`src/verilog/dcrl_defs.vh`:
```
// constants for the dac control and ramp limit register block
`ifndef DCRL_DEFS_VH
`define DCRL_DEFS_VH
`define DCRL_IDX_CTRL        4'h3
`define DCRL_IDX_LOWER       4'h4
`define DCRL_IDX_UPPER       4'h5
`define DCRL_IDX_WAIT_SEL    4'h6
`define DCRL_IDX_RAMP_EN     4'h7
`define DCRL_IDX_STATUS      4'h8
`define DCRL_BIT_SYNC_PD     26
`define DCRL_BIT_CALCLK_PD   25
`define DCRL_BIT_CAL_START   24
`define DCRL_CTRL_RESET      32'h0000_0000
`define DCRL_LIMIT_RESET     32'h0000_0000
`define DCRL_WAIT_00         11'h080
`define DCRL_WAIT_01         11'h100
`define DCRL_WAIT_10         11'h200
`define DCRL_WAIT_11         11'h400
`endif

```
`src/verilog/dcrl_regs.v`:
```
// register bank for dac calibration, sync divider gating and ramp limits
//
// What this block does
// - interval selector 10 gives a wait of 512 reference cycles
// - interval selector 11 gives a wait of 1024 reference cycles
// - interval selector 00 gives 128 cycles, 01 gives 256 cycles
// - control bit 26 clear enables sync divider, set powers it down
// - calibration clock runs only when bits 25 and 26 are both zero
// - writing one to control bit 24 starts an automatic dac calibration
// - limit registers affect output only while ramp enable is one
// - full 32-bit writable lower limit at index 4
// - full 32-bit writable upper limit at index 5
`timescale 1ns/100ps
`include "dcrl_defs.vh"

module dcrl_regs
#(
   parameter CAL_CYCLES = 64          // length of one calibration run in clocks
)
(
   input  wire        clk_i,          // reference clock, 10 MHz
   input  wire        rst_i,          // synchronous reset, active high
   input  wire        cyc_i,          // wishbone cycle
   input  wire        stb_i,          // wishbone strobe
   input  wire        we_i,           // wishbone write enable
   input  wire [5:2]  adr_i,          // wishbone word address
   input  wire [3:0]  sel_i,          // wishbone byte selects
   input  wire [31:0] dat_i,          // wishbone write data
   output reg  [31:0] dat_o,          // wishbone read data
   output reg         ack_o,          // wishbone acknowledge
   output reg         sync_div_en_o,  // sync output divider enabled
   output reg         cal_clk_en_o,   // dac calibration clock enabled
   output reg         cal_busy_o,     // dac calibration in progress
   output reg  [10:0] wait_cycles_o,  // selected wait interval in ref clocks
   output reg  [31:0] lower_eff_o,    // lower limit seen by the ramp datapath
   output reg  [31:0] upper_eff_o     // upper limit seen by the ramp datapath
);

   reg  [31:0] ctrl;
   wire [31:0] lower;
   wire [31:0] upper;
   reg  [1:0]  wait_sel;
   reg         ramp_en;
   reg  [15:0] cal_cnt;
   reg  [10:0] next_wait;
   reg  [31:0] next_rd;

   wire acc      = cyc_i & stb_i & ~ack_o;
   wire wr       = acc & we_i;
   wire wr_lower = wr & (adr_i == `DCRL_IDX_LOWER);
   wire wr_upper = wr & (adr_i == `DCRL_IDX_UPPER);

   // byte-lane merge for a 32-bit word
   function [31:0] merge;
      input [31:0] old_v;
      input [31:0] new_v;
      input [3:0]  sel;
      integer k;
      begin
         merge = old_v;
         for (k = 0; k < 4; k = k + 1)
            if (sel[k])
               merge[k*8 +: 8] = new_v[k*8 +: 8];
      end
   endfunction

   // registers; bit 24 is a trigger and does not stay stored
   always @(posedge clk_i)
   begin
      if (rst_i)
      begin
         ctrl     <= `DCRL_CTRL_RESET;
         wait_sel <= 2'h0;
         ramp_en  <= 1'b0;
      end
      else if (wr)
      begin
         case (adr_i)
            `DCRL_IDX_CTRL:
            begin
               ctrl <= merge(ctrl, dat_i, sel_i) & 32'h07FF_FFFF & ~32'h0100_0000;
            end
            `DCRL_IDX_WAIT_SEL:
            begin
               if (sel_i[0])
                  wait_sel <= dat_i[1:0];
            end
            `DCRL_IDX_RAMP_EN:
            begin
               if (sel_i[2])
                  ramp_en <= dat_i[19];
            end
            default:
            begin
               wait_sel <= wait_sel;
            end
         endcase
      end
   end

   // the two limit words share one byte-lane register shape
   dcrl_limit_word #(.WIDTH(32)) i_lower_word
   (
      .clk_i (clk_i),
      .rst_i (rst_i),
      .we_i  (wr_lower),
      .sel_i (sel_i),
      .dat_i (dat_i),
      .val_o (lower)
   );

   dcrl_limit_word #(.WIDTH(32)) i_upper_word
   (
      .clk_i (clk_i),
      .rst_i (rst_i),
      .we_i  (wr_upper),
      .sel_i (sel_i),
      .dat_i (dat_i),
      .val_o (upper)
   );

   // calibration run; a new trigger while busy restarts the count
   always @(posedge clk_i)
   begin
      if (rst_i)
      begin
         cal_busy_o <= 1'b0;
         cal_cnt    <= 16'h0000;
      end
      else if (wr && adr_i == `DCRL_IDX_CTRL && sel_i[3] && dat_i[`DCRL_BIT_CAL_START])
      begin
         cal_busy_o <= 1'b1;
         cal_cnt    <= CAL_CYCLES[15:0];
      end
      else if (cal_busy_o)
      begin
         cal_cnt    <= cal_cnt - 16'h0001;
         cal_busy_o <= (cal_cnt != 16'h0001);
      end
   end

   always @*
   begin
      case (wait_sel)
         2'b00:   next_wait = `DCRL_WAIT_00;
         2'b01:   next_wait = `DCRL_WAIT_01;
         2'b10:   next_wait = `DCRL_WAIT_10;
         2'b11:   next_wait = `DCRL_WAIT_11;
         default: next_wait = `DCRL_WAIT_00;
      endcase
   end

   // outputs; limits only reach the datapath while the ramp is on
   always @(posedge clk_i)
   begin
      if (rst_i)
      begin
         sync_div_en_o <= 1'b1;
         cal_clk_en_o  <= 1'b1;
         wait_cycles_o <= `DCRL_WAIT_00;
         lower_eff_o   <= 32'h0000_0000;
         upper_eff_o   <= 32'h0000_0000;
      end
      else
      begin
         sync_div_en_o <= ~ctrl[`DCRL_BIT_SYNC_PD];
         cal_clk_en_o  <= ~ctrl[`DCRL_BIT_SYNC_PD] & ~ctrl[`DCRL_BIT_CALCLK_PD];
         wait_cycles_o <= next_wait;
         lower_eff_o   <= ramp_en ? lower : 32'h0000_0000;
         upper_eff_o   <= ramp_en ? upper : 32'h0000_0000;
      end
   end

   always @*
   begin
      case (adr_i)
         `DCRL_IDX_CTRL:     next_rd = ctrl;
         `DCRL_IDX_LOWER:    next_rd = lower;
         `DCRL_IDX_UPPER:    next_rd = upper;
         `DCRL_IDX_WAIT_SEL: next_rd = {30'h0000_0000, wait_sel};
         `DCRL_IDX_RAMP_EN:  next_rd = {12'h000, ramp_en, 19'h0_0000};
         `DCRL_IDX_STATUS:   next_rd = {31'h0000_0000, cal_busy_o};
         default:            next_rd = 32'h0000_0000;
      endcase
   end

   // one wait state: ack one clock after the strobe, dropped the next clock
   always @(posedge clk_i)
   begin
      if (rst_i)
      begin
         ack_o <= 1'b0;
         dat_o <= 32'h0000_0000;
      end
      else
      begin
         ack_o <= acc;
         dat_o <= (acc && !we_i) ? next_rd : dat_o;
      end
   end

endmodule

// byte-lane writable word, used for each ramp limit
module dcrl_limit_word
#(
   parameter WIDTH = 32                   // bits in the word, a multiple of eight
)
(
   input  wire               clk_i,       // reference clock
   input  wire               rst_i,       // synchronous reset, active high
   input  wire               we_i,        // write strobe for this word
   input  wire [WIDTH/8-1:0] sel_i,       // byte lanes
   input  wire [WIDTH-1:0]   dat_i,       // write data
   output reg  [WIDTH-1:0]   val_o        // stored word
);

   integer k;

   // unselected lanes keep their bytes, so a host may update one byte alone
   always @(posedge clk_i)
   begin
      if (rst_i)
      begin
         val_o <= `DCRL_LIMIT_RESET;
      end
      else if (we_i)
      begin
         for (k = 0; k < WIDTH/8; k = k + 1)
         begin
            if (sel_i[k])
            begin
               val_o[k*8 +: 8] <= dat_i[k*8 +: 8];
            end
         end
      end
   end

endmodule

```
`config.mk`:
```
export PLATFORM = sky130hd
export DESIGN_NAME = dcrl_regs
export DESIGN_NICKNAME = d
export VERILOG_FILES = /design/src/verilog/dcrl_regs.v
export VERILOG_INCLUDE_DIRS = /design/src /design/src/verilog
export SDC_FILE = /design/constraint.sdc
export NUM_CORES = 1
export LEC_CHECK = 0
export ABC_AREA = 1
export BUFFER_PORTS_ARGS = -buffer_cell sky130_fd_sc_hd__buf_4
export CAP_MARGIN = 10
export CORE_MARGIN = 2
export CORE_UTILIZATION = 30
export DETAILED_ROUTE_END_ITERATION = 6
export GPL_TIMING_DRIVEN = 1
export PLACE_DENSITY = 0.47
export REMOVE_ABC_BUFFERS = 1
export SLEW_MARGIN = 20
export SYNTH_ARGS = -nofsm -noshare
export SYNTH_HDL_FRONTEND = slang
export SYNTH_SLANG_ARGS = --single-unit
```
`constraint.sdc`:
```
create_clock -name clk_i -period 2.55 [get_ports clk_i]
set_input_delay 0.6375 -clock clk_i [delete_from_list [all_inputs] [get_ports clk_i]]
set_output_delay 0.6375 -clock clk_i [all_outputs]
set_load 0.05 [all_outputs]
```
==> flow_metrics.tcl, run 1 <==
set metrics [dict create \
    synth-seq-area-share 0.543 \
    finalCritPeriodShare 0.751 \
    ant_nets 0 \
    rsz0062_at_grt "no" \
    fmax_mhz 522 \
    path_buf_inv 1 \
    cp_slowest_cell "dfxtp_1" \
    drc 0 \
    relSlewSlack 0.624 \
    wire_per_inst_um 14.8 \
    clkSlewWorstSetupHoldPaths_ns 0.06 \
    status "finished clean" \
    path_cells "buf_4" \
    synth_flop_cell "dfxtp_1" \
    clock_skew_ns 0.0133 \
    ios 156 \
    syn_area_um2 7860 \
    grt_use_total 0.155 \
    h-tree-depth 1 \
    grt_first_pass_wirelength_mm 34.5 \
    viasPerCell 4.39 \
    fp.dieArea_um2 27500 \
    grt_pass1_vias 6266 \
    critPathLaunchType "flip-flop" \
    drv_slew 0 \
    synth_top_area_share 0.543 \
    antennaDiodeCount 0 \
    fin_hold_ws_ns 0.366 \
    power_density_nw_per_um2 707 \
    synth_cell_type_count 33 \
    cts_buffers 25 \
    yosysWarnings 0 \
    coreArea_um2 25900 \
    setup_viol 0 \
    initial_core_util 0.303 \
    die_x_um 166 \
    cp-end-kind "primary output" \
    cp.arrival_ns 1.28 \
    syn_inst 973 \
    critical_path_class "reg2out" \
    portBuffers 148 \
    hold_path_class "in2reg" \
    tritoncts "done" \
    grt_max_degree 48 \
    p_leak_nw 3.96 \
    nets 1166 \
    clk_latency_ns 0.51 \
    rows 59 \
    tightest_slew_ns 0.563 \
    slowest_delay_ns 0.50 \
    yosysTopAreaCell "dfxtp_1" \
    async_flop_share 0 \
    hold_viol 0 \
    die_h_um 166 \
    multiInputGateArea_um2 2920 \
    dr.pass1.iters 4 \
    dp_cells 1427 \
    finalWeightedCongestion 0.748 \
    syn_to_final_growth_pct 27.5 \
    antenna_found_initial 0 \
    dp_hpwl_mm 14.3 \
    cp_max_fo 6 \
    synth_common_cells "dfxtp_1 (213), nand2_1 (165), nor2_1 (154)" \
    vias 6442 \
    critPathTopFamily "flip-flops" \
    max_cap_violations 0 \
    cts.sinks 213 \
    routed_wl_mm 21.7 \
    syn_avg_cell_area_um2 8.07 \
    critPathRequiredTime_ns 1.91 \
    finalInstanceArea_um2 10000 \
    drt-initial-drc-count 330 \
    drive_gt1_frac 0.202 \
    seq_area_um2 4260 \
    instances_no_fill 1468 \
    synth-edff-count 0 \
    cts_root_buf "clkbuf_16" \
    synth_top_cells_by_area "dfxtp_1 (54%), nand2_1 (7.9%), nor2_1 (7.4%)" \
    yosysMostFrequentCell "dfxtp_1" \
    cts_resized 0 \
    postPlaceCellArea_um2 9230 \
    ir_worst_vdd_mv 0.485 \
    nFillCells 2743 \
    period_minus_slack_ns 1.92 \
    postCtsSetupBuffers 0 \
    hold_buffers 0 \
    clock_path_buffers 3 \
    gr-total-overflow 0 \
    ys_ff_latch 213 \
]
metrics by stage:
| step | total power, W | setup TNS, ns | worst slack [ns] | util |
|---|---|---|---|---|
| 2_1_floorplan | 0.00353 | -56.27 | -0.877 | - |
| 3_3_place_gp | 0.00368 | 0 | 0.347 | 0.356 |
| 3_5_place_dp | 0.00368 | 0 | 0.366 | 0.356 |
| 4_1_cts | 0.00718 | 0 | 0.586 | 0.386 |
| 5_1_grt | 0.00736 | 0 | 0.562 | 0.386 |
| 6_report | 0.00708 | 0 | 0.634 | 0.386 |
cell type report:
class,instances,share of cell area
repair buffers,163,0.125
inverters,97,0.0371
clock buffers,33,0.0695
clock inverters,8,0.00925
well taps,335,0.0419
flip-flops and latches,213,0.426
multi-input cells,619,0.292
power breakdown:
group	leakage, nW	switching (W)	internal, W
clock	0.390	0.00138	0.00210
sequential	1.72	0.00000385	0.00334
combinational	1.86	0.000181	0.0000838
worst register-to-register path, delay by kind of cell, from the launching register on:
kind / cells / cell delay, ns
simple gates: 5 / 0.76
buf+inv: 3 / 0.55
flops: 1 / 0.31
logic make-up after synthesis:
logic type / count (synthesis) / synth area share
simple gates: 390 / 0.219
flops: 213 / 0.543
xor+xnor: 9 / 0.0100
compound gates: 211 / 0.136
other cells: 1 / 0.000477
buf+inv: 147 / 0.0892
fa+ha+maj: 2 / 0.00318
flip-flops by register name, summed over array words and instances (netlist names):
register            cells
cal_clk_en_o            1
i_upper_word.val_o     32
ack_o                   1
dat_o                  32
sync_div_en_o           1
ctrl                   26
ramp_en                 1
upper_eff_o            32
lower_eff_o            32
wait_cycles_o           4
cal_cnt                16
cal_busy_o              1
i_lower_word.val_o     32
wait_sel                2
layer usage:
metal | GRT usage | vias to the layer above | share of wire
li1 | - | 3368 | -
met1 | 0.216 | 2902 | 0.49
met2 | 0.247 | 144 | 0.44
met3 | 0.0327 | 28 | 0.054
met4 | 0.0371 | 0 | 0.017
met5 | 0 | - | 0
cells in the final DEF (no fill, tap or decap):
cell type	instances
a21oi_1	103
and2_2	1
buf_12	2
buf_4	161
bufinv_16	2
clkbuf_1	4
clkbuf_16	25
clkbuf_8	4
clkinv_2	5
clkinv_4	1
clkinvlp_4	1
conb_1	7
dfxtp_1	213
ha_1	2
inv_1	92
inv_2	3
inv_4	1
nand2_1	164
nand2_2	3
nand2_4	3
nand3_1	39
nand3_2	1
nand3_4	9
nand4_1	3
nor2_1	154
nor2_2	3
nor2_4	3
nor3_1	5
nor4_1	1
o21ai_0	93
o21ai_1	8
o21bai_1	1
o22ai_1	6
or2_2	1
xor2_1	9
final timing paths:
check,from,endpoint,slack (ns),depth (start not counted)
worst max-delay path,cal_busy_o,cal_busy_o,0.63,1
worst min-delay path,dat_i[4],ctrl[4],0.37,3
worst max register to register,ack_o,ctrl[8],0.85,8
worst min register to register,ctrl[26],sync_div_en_o,0.42,1
No activity file was read; power rests on OpenSTA's default activity.
==> run 2: changes to the inputs <==
==> constraint.sdc (replaced) <==
create_clock -name clk_i -period 1.96 [get_ports clk_i]
set_input_delay 0.49 -clock clk_i [delete_from_list [all_inputs] [get_ports clk_i]]
set_output_delay 0.49 -clock clk_i [all_outputs]
set_load 0.05 [all_outputs]
==> flow_metrics.tcl, run 2 (synthesis gave the netlist of run 1 again) <==
set metrics [dict create \
    cp-end-kind "primary output" \
    slowest_delay_ns 0.38 \
    period_minus_slack_ns 1.74 \
    finalWeightedCongestion 0.741 \
    critPathRequiredTime_ns 1.47 \
    drv_slew 0 \
    cts_resized 0 \
    drc 0 \
    status "finished clean" \
    layout.cells.most_common "dfxtp_1" \
    drt-initial-drc-count 315 \
    clock_skew_ns 0.0222 \
    rows 59 \
    cp_max_fo 4 \
    sw_frac_of_total 0.223 \
    clock_path_buffers 3 \
    gr-total-overflow 0 \
    cp.arrival_ns 1.25 \
    initial_core_util 0.303 \
    h-tree-depth 1 \
    final_cell_mix "dfxtp_1 (213), buf_4 (170), nand2_1 (164), nor2_1 (154), a21oi_1 (103)" \
    power_density_nw_per_um2 885 \
    drive_gt1_frac 0.205 \
    ir_worst_vdd_mv 0.551 \
    coreArea_um2 25900 \
    fin_hold_ws_ns 0.209 \
    fmax_mhz 574 \
    ant_nets 0 \
    cts.sinks 213 \
    hold_buffers 0 \
    use_met2 0.255 \
    max_cap_violations 0 \
    grt_use_total 0.157 \
    hold_end "ctrl[5]" \
    postCtsSetupBuffers 0 \
    routed_wl_mm 21.5 \
    power_switching_w 0.00198 \
    critical_path_class "reg2out" \
    rsz0062_at_grt "no" \
    setup_ws_ns 0.218 \
    hold_path_class "in2reg" \
    cts_root_buf "clkbuf_16" \
    tightest_slew_ns 0.537 \
    cts_buffers 24 \
    portBuffers 148 \
    nets 1175 \
    clock_power_share 0.471 \
    ios 156 \
    reg2reg_slack_ns 0.44 \
    r2r-end "ctrl[18]" \
    viasPerCell 4.41 \
    die_x_um 166 \
    tritoncts "done" \
    path_cells "buf_4 > buf_4" \
    hold_path_depth 3 \
    dp_hpwl_mm 14.7 \
    setup_viol 0 \
    path_buf_inv 2 \
    die_h_um 166 \
    grt_pass1_vias 6356 \
    use_met1 0.216 \
    cpMostUsedCell "buf_4" \
    hp-start "dat_i[5]" \
    syn_to_final_growth_pct 27.7 \
    top_usage_layer "met2" \
    vias 6509 \
    critPathTopFamily "flip-flops" \
    post-place-ws_ns 0.188 \
    dr.pass1.iters 5 \
    met3_usage 0.0303 \
    antennaDiodeCount 0 \
    antenna_found_initial 0 \
    p_seq_frac 0.489 \
    wire_per_inst_um 14.6 \
    hold_viol 0 \
    clk_latency_ns 0.53 \
    grt_max_degree 39 \
    fp.dieArea_um2 27500 \
    critPathLaunchType "flip-flop" \
    relSlewSlack 0.642 \
    finalCritPeriodShare 0.889 \
    clkSlewWorstSetupHoldPaths_ns 0.06 \
    combPwrFrac 0.040 \
    cp_slowest_cell "dfxtp_1" \
    grt_first_pass_wirelength_mm 35.1 \
    p_int_w 0.00690 \
    p_leak_nw 3.98 \
    reg2reg_from "ack_o" \
    worst-r2r-cell-count 9 \
]
## run 2: cell types whose count changed in the layout (fill, tap and decap cells not counted)
cell and change:
clkinvlp_4 +1, bufinv_16 -1, clkbuf_16 -1, clkinv_2 -3
clkinv_8 +1, clkbuf_8 -2, buf_4 +9, clkbuf_1 +2
buf_12 +1
## run 2: layout make-up
| type | count | area [um2] |
|---|---|---|
| Clock buffer | 32 | 651 |
| Fill cell | 2755 | 15900 |
| Sequential cell | 213 | 4260 |
| Inverter | 97 | 372 |
| Timing Repair Buffer | 173 | 1340 |
| Tap cell | 335 | 419 |
| Multi-Input combinational cell | 619 | 2920 |
| Clock inverter | 6 | 71.3 |
## run 2: layer usage
layer / share of wire / routed length, um / vias to the layer above
met5: 0 / 0 / -
met4: 0.016 / 339 / 0
met3: 0.054 / 1170 / 23
met2: 0.45 / 9720 / 161
met1: 0.48 / 10300 / 2921
li1: - / - / 3404
## run 2: worst max-delay path by stage
stage,start,end,slack [ns],depth (start not counted)
after floorplan,rst_i,lower_eff_o[0],-1.32,3
after global placement,cyc_i,ctrl[0],0.19,9
after detailed placement,cyc_i,ctrl[2],0.19,9
after CTS,cal_busy_o,cal_busy_o,0.18,2
after global routing,cal_busy_o,cal_busy_o,0.16,2
final,cal_busy_o,cal_busy_o,0.22,2
## run 2: power groups by stage
stage	Combinational, W	Sequential [W]	Clock, W
6_report	0.000355	0.00434	0.00418
5_1_grt	0.000393	0.00434	0.00451
4_1_cts	0.000361	0.00434	0.00433
3_5_place_dp	0.000361	0.00444	0
3_3_place_gp	0.000360	0.00444	0
2_1_floorplan	0.000150	0.00444	0
## run 2: tightest hold or removal path, cell delays in order
cell and delay (ns):
buf_4 0.09, nor2_1 0.04, nor2_1 0.08
## run 2: per-stage QoR
| step | instance area [um2] | total power [W] | TNS [ns] | util | std cells |
|---|---|---|---|---|---|
| 2_1_floorplan | 7550 | 0.00459 | -115.24 | - | 929 |
| 6_report | 10000 | 0.00888 | 0 | 0.387 | 1475 |
| 3_5_place_dp | 9310 | 0.00480 | 0 | 0.359 | 1437 |
| 3_3_place_gp | 9310 | 0.00480 | 0 | 0.359 | 1437 |
| 5_1_grt | 10000 | 0.00925 | 0 | 0.387 | 1475 |
| 4_1_cts | 10000 | 0.00904 | 0 | 0.387 | 1475 |
==> run 3: changes to the inputs <==
==> constraint.sdc (replaced) <==
create_clock -name clk_i -period 2.24 [get_ports clk_i]
set_input_delay 0.56 -clock clk_i [delete_from_list [all_inputs] [get_ports clk_i]]
set_output_delay 0.56 -clock clk_i [all_outputs]
set_load 0.05 [all_outputs]
==> flow_metrics.tcl, run 3 (synthesis gave the netlist of run 1 again) <==
set metrics [dict create \
    status "finished clean" \
    h-tree-depth 1 \
    finalCritPeriodShare 0.844 \
    combPwrFrac 0.038 \
    met3_usage 0.0334 \
    drc 0 \
    clock_path_buffers 3 \
    syn_to_final_growth_pct 28.4 \
    dp_hpwl_mm 14.4 \
    cts_resized 0 \
    relSlewSlack 0.639 \
    grt_use_total 0.155 \
    layout.cells.most_common "dfxtp_1" \
    clkSlewWorstSetupHoldPaths_ns 0.06 \
    nets 1171 \
    finalSetupTns_ns 0 \
    rsz0062_at_grt "no" \
    portBuffers 148 \
    viasPerCell 4.33 \
    seq_area_um2 4260 \
    critPathLaunchType "flip-flop" \
    dp_cells 1432 \
    post-place-ws_ns 0.214 \
    clock_power_share 0.497 \
    period_minus_slack_ns 1.89 \
    grt_first_pass_wirelength_mm 34.5 \
    multiInputGateArea_um2 2920 \
    rows 59 \
    slowest_delay_ns 0.54 \
    vias 6398 \
    cp_max_fo 6 \
    antenna_found_initial 0 \
    tritoncts "done" \
    wire_per_inst_um 14.6 \
    clk_latency_ns 0.53 \
    critPathRequiredTime_ns 1.68 \
    critPathTopFamily "flip-flops" \
    finalWeightedCongestion 0.739 \
    fp.dieArea_um2 27500 \
    ant_nets 0 \
    ios 156 \
    dr.pass1.iters 4 \
    die_x_um 166 \
    tightest_slew_ns 0.540 \
    ir_worst_vdd_mv 0.349 \
    p_seq_frac 0.466 \
    use_met1 0.214 \
    setup_viol 0 \
    routed_wl_mm 21.6 \
    drt-initial-drc-count 350 \
    cp_slowest_cell "dfxtp_1" \
    fmax_mhz 529 \
    drv_slew 0 \
    power_switching_w 0.00181 \
    sw_frac_of_total 0.222 \
    die_h_um 166 \
    path_cells "buf_4" \
    power_density_nw_per_um2 809 \
    cts_root_buf "clkbuf_16" \
    top_usage_layer "met2" \
    cts.sinks 213 \
    cp.arrival_ns 1.33 \
    hold_viol 0 \
    coreArea_um2 25900 \
    grt_pass1_vias 6316 \
    path_buf_inv 1 \
    setup_ws_ns 0.349 \
    p_leak_nw 4.01 \
    cp-end-kind "primary output" \
    p_int_w 0.00635 \
    use_met2 0.246 \
    reg2reg_slack_ns 0.57 \
    instances_no_fill 1477 \
    hold_path_class "in2reg" \
    max_cap_violations 0 \
    postCtsSetupBuffers 0 \
    fin_total_pwr_w 0.00817 \
    critical_path_class "reg2out" \
    clock_skew_ns 0.0175 \
    initial_core_util 0.303 \
    drive_gt1_frac 0.203 \
    cts_buffers 25 \
    final_cell_mix "dfxtp_1 (213), buf_4 (165), nand2_1 (164), nor2_1 (154), a21oi_1 (103)" \
    gr-total-overflow 0 \
    hold_buffers 0 \
    nFillCells 2720 \
    grt_max_degree 76 \
]
==> run 3: worst paths after layout <==
path / cells past startpoint / endpoint / from
max: 1 / cal_busy_o / cal_busy_o
min: 3 / ctrl[5] / dat_i[5]
max reg2reg: 7 / cal_cnt[11] / cal_busy_o
min reg2reg: 1 / sync_div_en_o / ctrl[26]
==> run 3: per-stage QoR <==
| stage | hold WS (ns) | utilization | area (um2) |
|---|---|---|---|
| floorplan | 0.390 | - | 7550 |
| global placement | 0.416 | 0.358 | 9280 |
| detailed placement | 0.422 | 0.358 | 9280 |
| CTS | 0.258 | 0.389 | 10100 |
| global route | 0.279 | 0.389 | 10100 |
| finish | 0.277 | 0.389 | 10100 |
==> run 3: routing by layer <==
metal  part of all wire  vias to the layer above
li1                   -                     3400
met1               0.49                     2839
met2               0.44                      135
met3              0.050                       24
met4              0.016                        0
met5                  0                        -
==> run 3: power by group through the flow <==
stage               sequential [W]  combinational, W  clock, W
floorplan                  0.00389          0.000131         0
global placement           0.00388          0.000310         0
detailed placement         0.00388          0.000309         0
CTS                        0.00380          0.000310   0.00417
global route               0.00380          0.000336   0.00432
finish                     0.00380          0.000306   0.00406
==> run 3: final cells by class <==
cell class | instances | share of cell area
inverters | 97 | 0.0368
repair buffers | 168 | 0.129
flip-flops and latches | 213 | 0.423
clock inverters | 5 | 0.00843
well taps | 335 | 0.0415
clock buffers | 39 | 0.0722
multi-input cells | 619 | 0.290
diodes | 1 | 0.000248
